[src/logic/sysrst_pkg.sv]
// Constants shared by the system reset controller
package sysrst_pkg;
  // Clock rates and the slow clock enable divider
  localparam int unsigned SYS_CLK_HZ = 10000000;
  localparam int unsigned SLOW_CLK_HZ = 32768;
  localparam int unsigned SLOW_DIV = SYS_CLK_HZ / SLOW_CLK_HZ;
  localparam int unsigned STARTUP_SLOW = 64;
  // Slow cycles of a software or watchdog reset
  localparam logic [2:0] HOLD_SLOW = 3'h3;
  // Resync plus processor startup after a source goes away
  localparam logic [2:0] LEAVE_SLOW = 3'h5;
  // Register byte offsets
  localparam logic [7:0] OFS_CONTROL = 8'h00;
  localparam logic [7:0] OFS_STATUS = 8'h04;
  localparam logic [7:0] OFS_MODE = 8'h08;
  // Password field
  localparam int KEY_LSB = 24;
  localparam logic [7:0] KEY_VALUE = 8'hA5;
  // Control register bits
  localparam int CR_CPU = 0;
  localparam int CR_PERIPH = 2;
  localparam int CR_PIN = 3;
  // Status register fields
  localparam int SR_USER_FLAG = 0;
  localparam int SR_BROWN_FLAG = 1;
  localparam int SR_TYPE_LSB = 8;
  localparam int SR_PIN_LEVEL = 16;
  localparam int SR_IN_PROG = 17;
  // Mode register fields
  localparam int MR_USER_EN = 0;
  localparam int MR_USER_IRQ_EN = 4;
  localparam int MR_LEN_LSB = 8;
  localparam int MR_BROWN_IRQ_EN = 16;
  localparam logic [3:0] MR_LEN_RESET = 4'h0;
  // Last reset type codes
  localparam logic [2:0] TYPE_POWERUP = 3'h0;
  localparam logic [2:0] TYPE_WATCHDOG = 3'h2;
  localparam logic [2:0] TYPE_SOFTWARE = 3'h3;
  localparam logic [2:0] TYPE_USER = 3'h4;
  localparam logic [2:0] TYPE_BROWNOUT = 3'h5;
  // Reset state manager states
  typedef enum logic [2:0] {
    SYSRST_STARTUP = 3'b000,
    SYSRST_IDLE = 3'b001,
    SYSRST_USER = 3'b010,
    SYSRST_BROWN = 3'b011,
    SYSRST_WDOG = 3'b100,
    SYSRST_SOFT = 3'b101
  } sysrst_state_t;
endpackage

[src/logic/sysrst_ctrl.sv]
// System reset controller: sources, state manager, pin shaping, registers
// Functional notes
// - Pin is sampled on slow clock; low reports a user reset request.
// - With user reset disabled, a low pin causes no user reset.
// - User reset flag sets on pin falling; cleared only by status read.
// - Pin level is always readable in the status register.
// - User reset interrupt enable raises interrupt only while user reset is disabled.
// - External pulse lasts 2^(length+1) slow cycles; length 0 gives two.
// - Brownout with reset disabled only sets a read-cleared brownout flag.
// - Brownout interrupt enable lets brownout flag raise the interrupt.
// - Last reset type updates only when the processor reset releases.
// - Startup counter on slow clock filters power-up, then records power-up.
// - Low core supply asserts all reset outputs at once, clocklessly.
// - Low pin with user reset enabled asserts processor and peripheral resets.
// - User reset ends after pin rise, resync and startup; type 0x4.
// - Pin held low externally keeps internal resets until it rises.
// - Brownout asserts all resets; release 3+2 slow cycles later, type 0x5.
// - Software may request cpu, peripheral, pin resets in any combination.
// - Commanded cpu and peripheral resets assert on the write; last 3 slow cycles.
// - Self-driven pin pulses never enter user reset.
// - Software type recorded only when the cpu reset bit was set.
// - Command-in-progress flag spans software reset; control writes then ignored.
// - Control writes act only with password 0xA5.
// - Types: power-up 000, watchdog 010, software 011, user 100, brownout 101.
// - Priority: power-up, brownout, watchdog, software, user.
module sysrst_ctrl #(
  parameter int unsigned SLOW_DIV = sysrst_pkg::SLOW_DIV,
  parameter int unsigned STARTUP_SLOW = sysrst_pkg::STARTUP_SLOW
) (
  input wire logic sys_clk,
  input wire logic nrst,
  input wire logic core_supply_ok,
  input wire logic brownout_det,
  input wire logic brownout_rst_en,
  input wire logic wdog_fault,
  input wire logic ext_pin_in,
  output logic ext_pin_out,
  output logic ext_pin_oe,
  output logic cpu_nreset,
  output logic periph_nreset,
  output logic irq,
  input wire logic [7:0] reg_addr,
  input wire logic [31:0] reg_wdata,
  input wire logic reg_wr,
  input wire logic reg_rd,
  output logic [31:0] reg_rdata
);
  sysrst_pkg::sysrst_state_t state_r, state_nxt;
  logic [15:0] div_r;
  logic slow_en;
  logic [15:0] start_cnt_r;
  logic [2:0] hold_cnt_r;
  logic [16:0] ext_cnt_r;
  logic [2:0] guard_r;
  logic pin_m, pin_s, pin_s_d, pin_slow_r;
  logic sup_m, sup_s, bod_m, bod_s, bod_s_d, boden_m, boden_s;
  logic user_en_r, user_ien_r, brown_ien_r;
  logic [3:0] ext_len_r;
  logic user_flag_r, brown_flag_r;
  logic [2:0] type_r, pend_type_r;
  logic cmd_cpu_r, cmd_periph_r;
  logic cpu_n_r, periph_n_r;
  logic ctl_wr, key_ok, status_rd, ext_start, self_drive, bod_active;
  logic cpu_assert, periph_assert;

  // Slow clock enable from the system clock divider
  always_ff @(posedge sys_clk or negedge nrst)
  begin
    if (!nrst) div_r <= 16'h0000;
    else if (slow_en) div_r <= 16'h0000;
    else div_r <= div_r + 16'h0001;
  end
  assign slow_en = (div_r == 16'(SLOW_DIV - 1));

  // Two-stage synchronisers for every pin input
  always_ff @(posedge sys_clk or negedge nrst)
  begin
    if (!nrst)
    begin
      pin_m <= 1'b1;
      pin_s <= 1'b1;
      pin_s_d <= 1'b1;
      sup_m <= 1'b0;
      sup_s <= 1'b0;
      bod_m <= 1'b0;
      bod_s <= 1'b0;
      bod_s_d <= 1'b0;
      boden_m <= 1'b0;
      boden_s <= 1'b0;
    end
    else
    begin
      pin_m <= ext_pin_in;
      pin_s <= pin_m;
      pin_s_d <= pin_s;
      sup_m <= core_supply_ok;
      sup_s <= sup_m;
      bod_m <= brownout_det;
      bod_s <= bod_m;
      bod_s_d <= bod_s;
      boden_m <= brownout_rst_en;
      boden_s <= boden_m;
    end
  end

  // Pin level as seen by the state manager, taken on slow ticks only
  always_ff @(posedge sys_clk or negedge nrst)
  begin
    if (!nrst) pin_slow_r <= 1'b1;
    else if (slow_en) pin_slow_r <= pin_s;
  end

  // Register bus decode
  assign ctl_wr = reg_wr && (reg_addr == sysrst_pkg::OFS_CONTROL);
  assign key_ok = (reg_wdata[sysrst_pkg::KEY_LSB +: 8] == sysrst_pkg::KEY_VALUE);
  assign status_rd = reg_rd && (reg_addr == sysrst_pkg::OFS_STATUS);
  assign bod_active = bod_s && boden_s;

  // Mode register; password guarded like the control register
  always_ff @(posedge sys_clk or negedge nrst)
  begin
    if (!nrst)
    begin
      user_en_r <= 1'b0;
      user_ien_r <= 1'b0;
      brown_ien_r <= 1'b0;
      ext_len_r <= sysrst_pkg::MR_LEN_RESET;
    end
    else if (reg_wr && reg_addr == sysrst_pkg::OFS_MODE && key_ok)
    begin
      user_en_r <= reg_wdata[sysrst_pkg::MR_USER_EN];
      user_ien_r <= reg_wdata[sysrst_pkg::MR_USER_IRQ_EN];
      brown_ien_r <= reg_wdata[sysrst_pkg::MR_BROWN_IRQ_EN];
      ext_len_r <= reg_wdata[sysrst_pkg::MR_LEN_LSB +: 4];
    end
  end

  // Sticky flags; a new event wins over the clearing status read
  always_ff @(posedge sys_clk or negedge nrst)
  begin
    if (!nrst)
    begin
      user_flag_r <= 1'b0;
      brown_flag_r <= 1'b0;
    end
    else
    begin
      if (pin_s_d && !pin_s) user_flag_r <= 1'b1;
      else if (status_rd) user_flag_r <= 1'b0;
      if (bod_s && !bod_s_d && !boden_s) brown_flag_r <= 1'b1;
      else if (status_rd) brown_flag_r <= 1'b0;
    end
  end

  // Reset state manager, sources checked in priority order
  always_comb
  begin
    state_nxt = state_r;
    if (!sup_s) state_nxt = sysrst_pkg::SYSRST_STARTUP;
    else if (bod_active && state_r != sysrst_pkg::SYSRST_STARTUP)
      state_nxt = sysrst_pkg::SYSRST_BROWN;
    else
    begin
      case (state_r)
        sysrst_pkg::SYSRST_STARTUP:
          if (slow_en && start_cnt_r == 16'(STARTUP_SLOW - 1))
            state_nxt = sysrst_pkg::SYSRST_IDLE;
        sysrst_pkg::SYSRST_IDLE:
          if (wdog_fault) state_nxt = sysrst_pkg::SYSRST_WDOG;
          else if (ctl_wr && key_ok && reg_wdata[3:0] != 4'h0
                   && (reg_wdata[sysrst_pkg::CR_CPU] || reg_wdata[sysrst_pkg::CR_PERIPH]
                       || reg_wdata[sysrst_pkg::CR_PIN]))
            state_nxt = sysrst_pkg::SYSRST_SOFT;
          else if (slow_en && !pin_slow_r && user_en_r && !self_drive)
            state_nxt = sysrst_pkg::SYSRST_USER;
        sysrst_pkg::SYSRST_USER:
          if (slow_en && pin_slow_r && hold_cnt_r == sysrst_pkg::LEAVE_SLOW - 3'h1)
            state_nxt = sysrst_pkg::SYSRST_IDLE;
        sysrst_pkg::SYSRST_BROWN:
          if (slow_en && hold_cnt_r == sysrst_pkg::LEAVE_SLOW - 3'h1)
            state_nxt = sysrst_pkg::SYSRST_IDLE;
        sysrst_pkg::SYSRST_WDOG:
          if (slow_en && hold_cnt_r == sysrst_pkg::HOLD_SLOW - 3'h1)
            state_nxt = sysrst_pkg::SYSRST_IDLE;
        sysrst_pkg::SYSRST_SOFT:
          if (wdog_fault) state_nxt = sysrst_pkg::SYSRST_WDOG;
          else if (slow_en && hold_cnt_r == sysrst_pkg::HOLD_SLOW - 3'h1)
            state_nxt = sysrst_pkg::SYSRST_IDLE;
        default: state_nxt = sysrst_pkg::SYSRST_STARTUP;
      endcase
    end
  end

  always_ff @(posedge sys_clk or negedge nrst)
  begin
    if (!nrst) state_r <= sysrst_pkg::SYSRST_STARTUP;
    else state_r <= state_nxt;
  end

  // Startup filter counter on slow ticks; cleared while supply is low
  always_ff @(posedge sys_clk or negedge nrst)
  begin
    if (!nrst) start_cnt_r <= 16'h0000;
    else if (state_r != sysrst_pkg::SYSRST_STARTUP || !sup_s) start_cnt_r <= 16'h0000;
    else if (slow_en) start_cnt_r <= start_cnt_r + 16'h0001;
  end

  // Dwell counter; restarts while the pin is still low or the brownout is still present
  always_ff @(posedge sys_clk or negedge nrst)
  begin
    if (!nrst) hold_cnt_r <= 3'h0;
    else if (state_nxt != state_r) hold_cnt_r <= 3'h0;
    else if (state_r == sysrst_pkg::SYSRST_USER && !pin_slow_r) hold_cnt_r <= 3'h0;
    else if (state_r == sysrst_pkg::SYSRST_BROWN && bod_active) hold_cnt_r <= 3'h0;
    else if (slow_en) hold_cnt_r <= hold_cnt_r + 3'h1;
  end

  // Latched software command bits for the life of the software reset
  always_ff @(posedge sys_clk or negedge nrst)
  begin
    if (!nrst)
    begin
      cmd_cpu_r <= 1'b0;
      cmd_periph_r <= 1'b0;
    end
    else if (state_r != sysrst_pkg::SYSRST_SOFT && state_nxt == sysrst_pkg::SYSRST_SOFT)
    begin
      cmd_cpu_r <= reg_wdata[sysrst_pkg::CR_CPU];
      cmd_periph_r <= reg_wdata[sysrst_pkg::CR_PERIPH];
    end
  end

  // External pulse starts on brownout, watchdog or a pin command
  assign ext_start = (state_r != state_nxt) &&
    ((state_nxt == sysrst_pkg::SYSRST_BROWN) || (state_nxt == sysrst_pkg::SYSRST_WDOG) ||
     (state_nxt == sysrst_pkg::SYSRST_SOFT && reg_wdata[sysrst_pkg::CR_PIN]));

  // Pulse shaper; counts slow ticks down from a power of two
  always_ff @(posedge sys_clk or negedge nrst)
  begin
    if (!nrst) ext_cnt_r <= 17'h0_0000;
    else if (ext_start) ext_cnt_r <= 17'h0_0002 << ext_len_r;
    else if (slow_en && ext_cnt_r != 17'h0_0000) ext_cnt_r <= ext_cnt_r - 17'h0_0001;
  end

  // Guard window covers the pin's rise back through the synchroniser
  always_ff @(posedge sys_clk or negedge nrst)
  begin
    if (!nrst) guard_r <= 3'h0;
    else if (ext_cnt_r != 17'h0_0000) guard_r <= 3'h3;
    else if (slow_en && guard_r != 3'h0) guard_r <= guard_r - 3'h1;
  end
  assign self_drive = (ext_cnt_r != 17'h0_0000) || (guard_r != 3'h0);

  // Open drain: only ever pulls low
  assign ext_pin_out = 1'b0;
  assign ext_pin_oe = (ext_cnt_r != 17'h0_0000) || !core_supply_ok;

  // Reset levels wanted in the next state
  always_comb
  begin
    cpu_assert = 1'b0;
    periph_assert = 1'b0;
    case (state_nxt)
      sysrst_pkg::SYSRST_STARTUP, sysrst_pkg::SYSRST_USER, sysrst_pkg::SYSRST_BROWN,
      sysrst_pkg::SYSRST_WDOG:
      begin
        cpu_assert = 1'b1;
        periph_assert = 1'b1;
      end
      sysrst_pkg::SYSRST_SOFT:
      begin
        cpu_assert = (state_r == sysrst_pkg::SYSRST_SOFT) ? cmd_cpu_r
                     : reg_wdata[sysrst_pkg::CR_CPU];
        periph_assert = (state_r == sysrst_pkg::SYSRST_SOFT) ? cmd_periph_r
                        : reg_wdata[sysrst_pkg::CR_PERIPH];
      end
      default:
      begin
        cpu_assert = 1'b0;
        periph_assert = 1'b0;
      end
    endcase
  end

  // Registered reset lines
  always_ff @(posedge sys_clk or negedge nrst)
  begin
    if (!nrst)
    begin
      cpu_n_r <= 1'b0;
      periph_n_r <= 1'b0;
    end
    else
    begin
      cpu_n_r <= !cpu_assert;
      periph_n_r <= !periph_assert;
    end
  end

  // Supply loss overrides the flops with no clock involved
  assign cpu_nreset = cpu_n_r && core_supply_ok;
  assign periph_nreset = periph_n_r && core_supply_ok;

  // Cause noted on entry, published on processor release only
  always_ff @(posedge sys_clk or negedge nrst)
  begin
    if (!nrst) pend_type_r <= sysrst_pkg::TYPE_POWERUP;
    else if (state_nxt != state_r)
    begin
      case (state_nxt)
        sysrst_pkg::SYSRST_STARTUP: pend_type_r <= sysrst_pkg::TYPE_POWERUP;
        sysrst_pkg::SYSRST_USER: pend_type_r <= sysrst_pkg::TYPE_USER;
        sysrst_pkg::SYSRST_BROWN: pend_type_r <= sysrst_pkg::TYPE_BROWNOUT;
        sysrst_pkg::SYSRST_WDOG: pend_type_r <= sysrst_pkg::TYPE_WATCHDOG;
        sysrst_pkg::SYSRST_SOFT: pend_type_r <= sysrst_pkg::TYPE_SOFTWARE;
        default: pend_type_r <= pend_type_r;
      endcase
    end
  end

  // A command without the cpu bit never asserts cpu reset, so no update
  always_ff @(posedge sys_clk or negedge nrst)
  begin
    if (!nrst) type_r <= sysrst_pkg::TYPE_POWERUP;
    else if (!cpu_n_r && !cpu_assert) type_r <= pend_type_r;
  end

  // Interrupt; user flag only counts while user reset is disabled
  always_ff @(posedge sys_clk or negedge nrst)
  begin
    if (!nrst) irq <= 1'b0;
    else irq <= (user_flag_r && user_ien_r && !user_en_r)
                || (brown_flag_r && brown_ien_r);
  end

  // Read data, valid the cycle after the strobe; unmapped reads zero
  always_ff @(posedge sys_clk or negedge nrst)
  begin
    if (!nrst) reg_rdata <= 32'h0000_0000;
    else if (reg_rd)
    begin
      reg_rdata <= 32'h0000_0000;
      if (reg_addr == sysrst_pkg::OFS_STATUS)
      begin
        reg_rdata[sysrst_pkg::SR_USER_FLAG] <= user_flag_r;
        reg_rdata[sysrst_pkg::SR_BROWN_FLAG] <= brown_flag_r;
        reg_rdata[sysrst_pkg::SR_TYPE_LSB +: 3] <= type_r;
        reg_rdata[sysrst_pkg::SR_PIN_LEVEL] <= pin_s;
        reg_rdata[sysrst_pkg::SR_IN_PROG] <= (state_r == sysrst_pkg::SYSRST_SOFT);
      end
      else if (reg_addr == sysrst_pkg::OFS_MODE)
      begin
        reg_rdata[sysrst_pkg::MR_USER_EN] <= user_en_r;
        reg_rdata[sysrst_pkg::MR_USER_IRQ_EN] <= user_ien_r;
        reg_rdata[sysrst_pkg::MR_LEN_LSB +: 4] <= ext_len_r;
        reg_rdata[sysrst_pkg::MR_BROWN_IRQ_EN] <= brown_ien_r;
      end
    end
  end
endmodule // sysrst_ctrl

[config.mk]
export PLATFORM = sky130hd
export DESIGN_NAME = sysrst_ctrl
export DESIGN_NICKNAME = d
export VERILOG_FILES = /design/src/logic/sysrst_pkg.sv /design/src/logic/sysrst_ctrl.sv
export SDC_FILE = /design/constraint.sdc
export NUM_CORES = 1
export LEC_CHECK = 0
export BUFFER_PORTS_ARGS = -buffer_cell sky130_fd_sc_hd__buf_2
export CAP_MARGIN = 25
export CORE_ASPECT_RATIO = 1.1
export CORE_MARGIN = 2
export CORE_UTILIZATION = 38
export CTS_BUF_LIST = sky130_fd_sc_hd__clkbuf_2 sky130_fd_sc_hd__clkbuf_4 sky130_fd_sc_hd__clkbuf_8
export CTS_CLUSTER_SIZE = 8
export DETAILED_ROUTE_END_ITERATION = 16
export GPL_TIMING_DRIVEN = 1
export PLACE_DENSITY = 0.64
export RECOVER_POWER = 50
export SETUP_SLACK_MARGIN = 0.02
export SLEW_MARGIN = 40
export SYNTH_ARGS = -nofsm -noshare
export SYNTH_HDL_FRONTEND = slang
export SYNTH_SLANG_ARGS = --single-unit
[constraint.sdc]
create_clock -name sys_clk -period 3.4 [get_ports sys_clk]
set_clock_uncertainty 0.05 [all_clocks]
set_input_delay 0.51 -clock sys_clk [delete_from_list [all_inputs] [get_ports sys_clk]]
set_output_delay 0.51 -clock sys_clk [all_outputs]
set_load 0.02 [all_outputs]
==> results of run 1 <==
==> path summary, 6_finish.rpt <==
path / startpoint / to / slack (ns) / depth (start not counted)
max in group asynchronous: nrst / bod_s_d$_DFF_PN0_ / 0.65 / 2
hold / removal: ext_pin_in / pin_m$_DFF_PN1_ / 0.18 / 1
setup / recovery: div_r[3]$_DFF_PN0_ / type_r[0]$_DFFE_PN0P_ / 0.39 / 8
hold reg to reg: sup_m$_DFF_PN0_ / sup_s$_DFF_PN0_ / 0.30 / 0
setup reg to reg: div_r[3]$_DFF_PN0_ / type_r[0]$_DFFE_PN0P_ / 0.39 / 8
min in group asynchronous: nrst / start_cnt_r[10]$_DFFE_PN0P_ / 0.92 / 1
==> area by class of cell <==
type                            instances  area [um^2]  area share
Clock buffer                            9          124      0.0213
Clock inverter                          7         58.8      0.0101
Inverter                               26         97.6      0.0168
Multi-Input combinational cell        382         2560       0.440
Sequential cell                        98         2460       0.422
Tap cell                              188          235      0.0404
Timing Repair Buffer                   53          290      0.0498
==> through the flow <==
step	worst slack [ns]	utilization	area [um^2]	power, W	cells
after floorplan	0.514	-	5380	0.00126	548
after global placement	0.305	0.411	5650	0.00129	747
after detailed placement	0.261	0.411	5650	0.00130	747
after CTS	0.371	0.424	5830	0.00202	763
after global routing	0.153	0.424	5820	0.00208	763
final	0.388	0.424	5820	0.00199	763
==> registers in the layout (all words and copies together) (netlist names), 4 cells and up <==
| signal | count |
|---|---|
| ext_cnt_r | 17 |
| div_r | 16 |
| start_cnt_r | 16 |
| reg_rdata | 9 |
| ext_len_r | 4 |
==> layout by cell type (no fill, tap or decap), drive strengths merged, types with 5 or more instances in the layout <==
master,netlist,layout
a21oi,14,14
a22oi,5,5
and2,8,8
and3,10,10
buf,26,50
clkbuf,16,12
conb,1,24
dfrtp,94,94
ha,10,10
inv,26,30
mux2,14,14
mux2i,16,16
nand2,50,50
nand3,19,19
nand3b,7,7
nand4,10,10
nor2,39,39
nor2b,7,7
nor3,15,15
nor4,10,10
o21ai,22,22
or3,9,9
or4,7,7
xnor2,22,22
xor2,21,21
==> kinds of logic after synthesis <==
kind of cell	Yosys count
buffers and inverters	68
AND/OR/NAND/NOR	207
multiplexers	30
adder cells (fa/ha/maj)	10
AO/OA/AOI/OAI	68
XOR/XNOR	43
other	1
flip-flops	98
==> power by group through the flow <==
stage	Clock, W	Sequential [W]	Combinational, W
2_1_floorplan	0	0.00120	0.0000619
3_3_place_gp	0	0.00120	0.0000939
3_5_place_dp	0	0.00120	0.0000958
4_1_cts	0.000743	0.00118	0.0000961
5_1_grt	0.000800	0.00118	0.000105
6_report	0.000716	0.00118	0.0000932
==> routing by layer <==
| layer | track usage | vias up | part of all wire |
|---|---|---|---|
| met4 | 0.0464 | 2 | 0.014 |
| met1 | 0.197 | 1917 | 0.44 |
| met5 | 0 | - | 0.0012 |
| met2 | 0.262 | 81 | 0.50 |
| met3 | 0.0355 | 18 | 0.039 |
| li1 | - | 1866 | - |
==> synth_stat cells, types with 2 or more instances <==
master	n
and4b_1	4
nor3_1	14
a21oi_1	14
xnor2_1	22
a21o_1	2
o21ai_0	21
nand2b_1	3
dfstp_2	4
nand3_1	19
nor2b_1	7
xor2_1	21
nor4_4	3
clkbuf_1	16
buf_4	24
nor4_1	6
or4_4	3
a22oi_1	5
nand2_1	50
o2111ai_1	2
nor2_1	39
and3_1	10
or3_1	9
nand4_1	9
and2_1	8
nand3b_1	7
o21a_1	2
dfrtp_1	94
o22ai_1	3
mux2_1	3
mux2_2	11
inv_1	26
a22o_1	3
mux2i_1	16
ha_1	10
nor4b_1	2
or4_1	4
==> worst max-delay path, delay by kind of cell, from the launching register on <==
| family | cells | cell delay [ns] |
|---|---|---|
| flip-flops | 1 | 0.46 |
| multiplexers | 1 | 0.35 |
| AND/OR/NAND/NOR | 3 | 1.07 |
| AO/OA/AOI/OAI | 4 | 0.98 |
==> impl_metrics.env, run 1 <==
export IMPL_io_pins=86
export IMPL_core_um2=13700
export IMPL_cts_buffers=9
export IMPL_hold_class="in2reg"
export IMPL_slew_headroom=-0.788
export IMPL_drt_iter0_drc=213
export IMPL_path_class="reg2reg"
export IMPL_fillers=1337
export IMPL_cts_tree="yes"
export IMPL_dr_pass1_iters=5
export IMPL_crit_path_start_kind="register"
export IMPL_cp_end_kind="register"
export IMPL_synth_seq_area_share=0.464
export IMPL_clock_insertion_delay_worst_skew_ns=0.38
export IMPL_critical_path_required_ns=3.62
export IMPL_synth_top_family_by_area="simple AND/OR/NAND/NOR gates"
export IMPL_synth_compound_area_share=0.0922
export IMPL_powerDensity_nw_per_um2=341
export IMPL_synth_top_cell_area_share=0.444
export IMPL_yosysWarnings=0
export IMPL_combPwrFrac=0.047
export IMPL_ir_worst_vdd_mv=0.213
export IMPL_max_freq_mhz=332
export IMPL_holdWs_ns=0.185
export IMPL_violations="max-capacitance violations, max-slew violations"
export IMPL_cp_max_fo=5
export IMPL_detailed_place_hpwl_um=7980
export IMPL_synthXorXnorAreaFrac=0.0711
export IMPL_synth_area_leaders="dfrtp_1 44%, xnor2_1 3.6%, nand2_1 3.5%"
export IMPL_synthArstFlopShare=1.00
export IMPL_clk_root_buffer_cell="clkbuf_8"
export IMPL_cts_sinks=98
export IMPL_synthSimpleGateAreaFrac=0.219
export IMPL_area_growth_syn_to_layout_pct=10.0
export IMPL_die_x_um=117
export IMPL_status="finished with violations"
export IMPL_crit_path_top_delay_cell="dfrtp_1"
export IMPL_setup_violations_final=0
export IMPL_htreeDepth=3
export IMPL_grt_pass1_vias=3852
export IMPL_port_buffers=46
export IMPL_drv_slew=49
export IMPL_ctsHoldBuffers=0
export IMPL_place_congestion=0.815
export IMPL_start_util=0.385
export IMPL_p_clk_frac=0.361
export IMPL_grt_max_degree=49
export IMPL_finalCriticalPeriod_ns=3.01
export IMPL_routed_wl_um=10800
export IMPL_rsz0062_at_grt="false"
export IMPL_diodes=0
export IMPL_wl_per_cell_um=14.1
export IMPL_syn_area_um2=5300
export IMPL_max_slew_worst_pin_slew_ns=2.68
export IMPL_yosysUniqueCellTypes=65
export IMPL_vias_per_cell=5.09
export IMPL_antenna_left=0
export IMPL_netlist_instances=525
export IMPL_drive_gt1_frac=0.172
export IMPL_finalNetCount=629
export IMPL_die_height_um=128
export IMPL_fin_crit_sh=0.886
export IMPL_drc=0
export IMPL_sequentialPowerShare=0.592
export IMPL_grtUsageTotal=0.155
export IMPL_path_cells="nor4_4 > nand3_1 > o2bb2a_1 > o211a_1 > o21ai_1 > or3b_4 > a211oi_4 > mux2_1"
export IMPL_synth_main_ff_cell="dfrtp_1"
export IMPL_p_int_w=0.00147
export IMPL_syn_avg_cell_area_um2=10.1
export IMPL_post_cts_resized=0
export IMPL_cts_clk_slew_worst_paths_ns=0.10
export IMPL_grt_pass1_wl_um=18300
export IMPL_cts_setup_buffers=0
export IMPL_finalHoldViolCount=0
export IMPL_cap_violations=1
export IMPL_synthAdderAreaFrac=0.0236
export IMPL_crit_arrival_ns=3.23
export IMPL_row_count=45
export IMPL_die_area_um2=14900
export IMPL_synth_seq_cells=98
export IMPL_p_leak_nw=2.59
export IMPL_antenna_found_initial=1
export IMPL_critical_path_max_stage_delay_ns=0.46
export IMPL_synthMuxAreaShare=0.0600
export IMPL_grt_overflow_total=0
export IMPL_setup_tns_final_ns=0
export IMPL_num_vias=3884
export IMPL_cts_path_max_buffers=2
export IMPL_switching_share=0.258
export IMPL_switchingPower_w=0.000513
export IMPL_synth_edff_count=0
export IMPL_synth_top_area_cell="dfrtp_1"
No activity file was read; power rests on OpenSTA's default activity.
==> inputs of run 2 (changes only) <==
ABC_AREA = 1   (was not set)
BUFFER_PORTS_ARGS = -buffer_cell sky130_fd_sc_hd__clkbuf_2   (was -buffer_cell sky130_fd_sc_hd__buf_2)
==> impl_metrics.env, run 2 <==
export IMPL_grt_overflow_total=0
export IMPL_grt_max_degree=48
export IMPL_ctsHoldBuffers=0
export IMPL_synth_edff_count=0
export IMPL_die_area_um2=15600
export IMPL_largestRegisters="ext_cnt_r: 17 flops, div_r: 16 flops, start_cnt_r: 16 flops"
export IMPL_place_congestion=0.839
export IMPL_area_growth_syn_to_layout_pct=9.39
export IMPL_ir_worst_vdd_mv=0.199
export IMPL_dr_pass1_iters=4
export IMPL_wl_per_cell_um=11.9
export IMPL_antenna_found_initial=0
export IMPL_drv_slew=48
export IMPL_htreeDepth=3
export IMPL_row_count=46
export IMPL_drt_iter0_drc=146
export IMPL_slew_headroom=-0.642
export IMPL_grtUsageTotal=0.152
export IMPL_critical_path_top_delay_family="simple AND/OR/NAND/NOR gates"
export IMPL_die_height_um=131
export IMPL_drc=0
export IMPL_crit_arrival_ns=2.84
export IMPL_cap_violations=1
export IMPL_status="finished with violations"
export IMPL_synth_seq_cells=98
export IMPL_cpMostUsedCell="nand2_1"
export IMPL_synth_top_cell_area_share=0.425
export IMPL_io_pins=86
export IMPL_whs_endpoint="pin_m$_DFF_PN1_"
export IMPL_reg2reg_to="ext_cnt_r[3]$_DFFE_PN0P_"
export IMPL_crit_path_start_kind="register"
export IMPL_grt_pass1_wl_um=19200
export IMPL_path_cells="inv_1 > ha_1 > inv_1 > nor2_1 > nand2_1 > nor2_1 > nand2_2 > nor2_4 > nand3_1 > nand2_1 > nor2_1 > nand3_4 > nand2_4 > nand2_2 > nand2_2 > nand2_4 > nand2_8 > inv_2 > nand2_1 > nand2_1 > nand2_1"
export IMPL_diodes=0
export IMPL_clk_root_buffer_cell="clkbuf_8"
export IMPL_finalNetCount=816
export IMPL_grt_pass1_vias=4153
export IMPL_clock_insertion_delay_worst_skew_ns=0.38
export IMPL_start_util=0.387
export IMPL_synth_common_cells="148 x nand2_1, 94 x dfrtp_1, 91 x inv_1"
export IMPL_cts_clk_slew_worst_paths_ns=0.11
export IMPL_post_synth_top_count_cell="nand2_1"
export IMPL_rr_worst_depth=21
export IMPL_detailed_place_hpwl_um=8640
export IMPL_vias_per_cell=4.65
export IMPL_die_x_um=119
export IMPL_path_class="reg2reg"
export IMPL_num_vias=4432
export IMPL_cp_end_kind="register"
export IMPL_cts_tree="yes"
export IMPL_cts_setup_buffers=0
export IMPL_path_buf_inv=3
export IMPL_yosysUniqueCellTypes=44
export IMPL_synth_main_ff_cell="dfrtp_1"
export IMPL_layout_common_cells="148 x nand2_1, 94 x dfrtp_1, 91 x inv_1"
export IMPL_synth_area_leaders="dfrtp_1 42%, nand2_1 10%, inv_1 6.2%"
export IMPL_largest_register="ext_cnt_r"
export IMPL_hold_class="in2reg"
export IMPL_cts_path_max_buffers=2
export IMPL_setup_violations_final=0
export IMPL_synth_seq_area_share=0.444
export IMPL_fin_crit_sh=0.768
export IMPL_synthArstFlopShare=1.00
export IMPL_violations="max-capacitance violations, max-slew violations"
export IMPL_finalHoldViolCount=0
export IMPL_r2r_slack_ns=0.79
export IMPL_finalCriticalPeriod_ns=2.61
export IMPL_yosysWarnings=0
export IMPL_routed_wl_um=11300
export IMPL_rsz0062_at_grt="false"
export IMPL_cp_max_fo=35
export IMPL_drive_gt1_frac=0.147
export IMPL_p_leak_nw=2.93
export IMPL_syn_avg_cell_area_um2=7.83
export IMPL_max_freq_mhz=383
export IMPL_post_cts_resized=0
export IMPL_timing_final_ws_setup_ns=0.788
export IMPL_largest_register_ffs=17
export IMPL_powerDensity_nw_per_um2=333
export IMPL_r2r_start="div_r[0]$_DFF_PN0_"
export IMPL_fillers=1483
export IMPL_core_um2=14300
export IMPL_port_buffers=46
export IMPL_netlist_instances=708
export IMPL_cts_sinks=98
export IMPL_critical_path_required_ns=3.63
export IMPL_antenna_left=0
export IMPL_crit_path_top_delay_cell="dfrtp_1"
export IMPL_min_path_cells=1
export IMPL_final_common_cell="nand2_1"
export IMPL_max_slew_worst_pin_slew_ns=2.46
export IMPL_critical_path_max_stage_delay_ns=0.41
export IMPL_syn_area_um2=5540
export IMPL_dp_slack_ns=0.643
export IMPL_cts_buffers=9
export IMPL_hold_path_startpoint="ext_pin_in"
export IMPL_synth_top_area_cell="dfrtp_1"
export IMPL_setup_tns_final_ns=0
## run 2: cell count changes in the layout (fill, tap and decap cells not counted), sizes merged, moves of 16 or more
cell	change
inv	+71
mux2i	-16
nand3	+45
nor3	+17
o21ai	+21
clkbuf	+46
nor2	+48
buf	-49
nand2	+113
## run 2: cell type report
cell class	instances	area, um^2	area share
tap	192	240	0.0396
sequential	98	2460	0.405
clock buffer	9	124	0.0204
multi-input combinational	498	2540	0.419
clock inverter	7	72.6	0.0120
timing repair buffer	50	249	0.0411
inverter	100	377	0.0621
## run 2: kinds of logic after synthesis
kind of cell               Yosys count  synth area share
buffers and inverters              135             0.113
other                                1          0.000677
xor gates and xnor gates            21            0.0332
DFF                                 98             0.444
and+or+nand+nor                    359             0.299
AOI/OAI and AO/OA                   83            0.0860
adders and majority gates           10            0.0226
muxes                                1           0.00203
## run 2: per-stage QoR
| stage | power, W | hold WS [ns] | cell area [um^2] | instances | util |
|---|---|---|---|---|---|
| 2_1_floorplan | 0.00126 | 0.164 | 5630 | 731 | - |
| 3_3_place_gp | 0.00129 | 0.283 | 5880 | 938 | 0.410 |
| 3_5_place_dp | 0.00129 | 0.290 | 5880 | 938 | 0.410 |
| 4_1_cts | 0.00205 | 0.0923 | 6070 | 954 | 0.424 |
| 5_1_grt | 0.00210 | 0.136 | 6060 | 954 | 0.423 |
| 6_report | 0.00202 | 0.150 | 6060 | 954 | 0.423 |
## run 2: worst max-delay path by stage
stage | from | endpoint | cells past startpoint
final | div_r[0]$_DFF_PN0_ | ext_cnt_r[3]$_DFFE_PN0P_ | 21
after global routing | nrst | hold_cnt_r[2]$_DFFE_PN0P_ | 2
after CTS | ext_cnt_r[0]$_DFFE_PN0P_ | ext_pin_oe | 8
after detailed placement | reg_wdata[28] | ext_cnt_r[3]$_DFFE_PN0P_ | 19
after global placement | reg_wdata[28] | ext_cnt_r[3]$_DFFE_PN0P_ | 19
after floorplan | div_r[0]$_DFF_PN0_ | ext_cnt_r[1]$_DFFE_PN0P_ | 22
## run 2: where the power goes
group	switching, W	internal, W	leakage, nW
sequential	0.00000402	0.00117	1.20
combinational	0.0000675	0.0000190	1.63
clock	0.000463	0.000289	0.0970
total	0.000535	0.00148	2.93
## run 2: per-layer routing
metal  global-route usage  routed length [um]  vias up
li1                     -                   -     2317
met3               0.0230                 357       18
met5                    0                   0        -
met2                0.252                5470       74
met4               0.0623                 244        0
met1                0.202                5270     2023
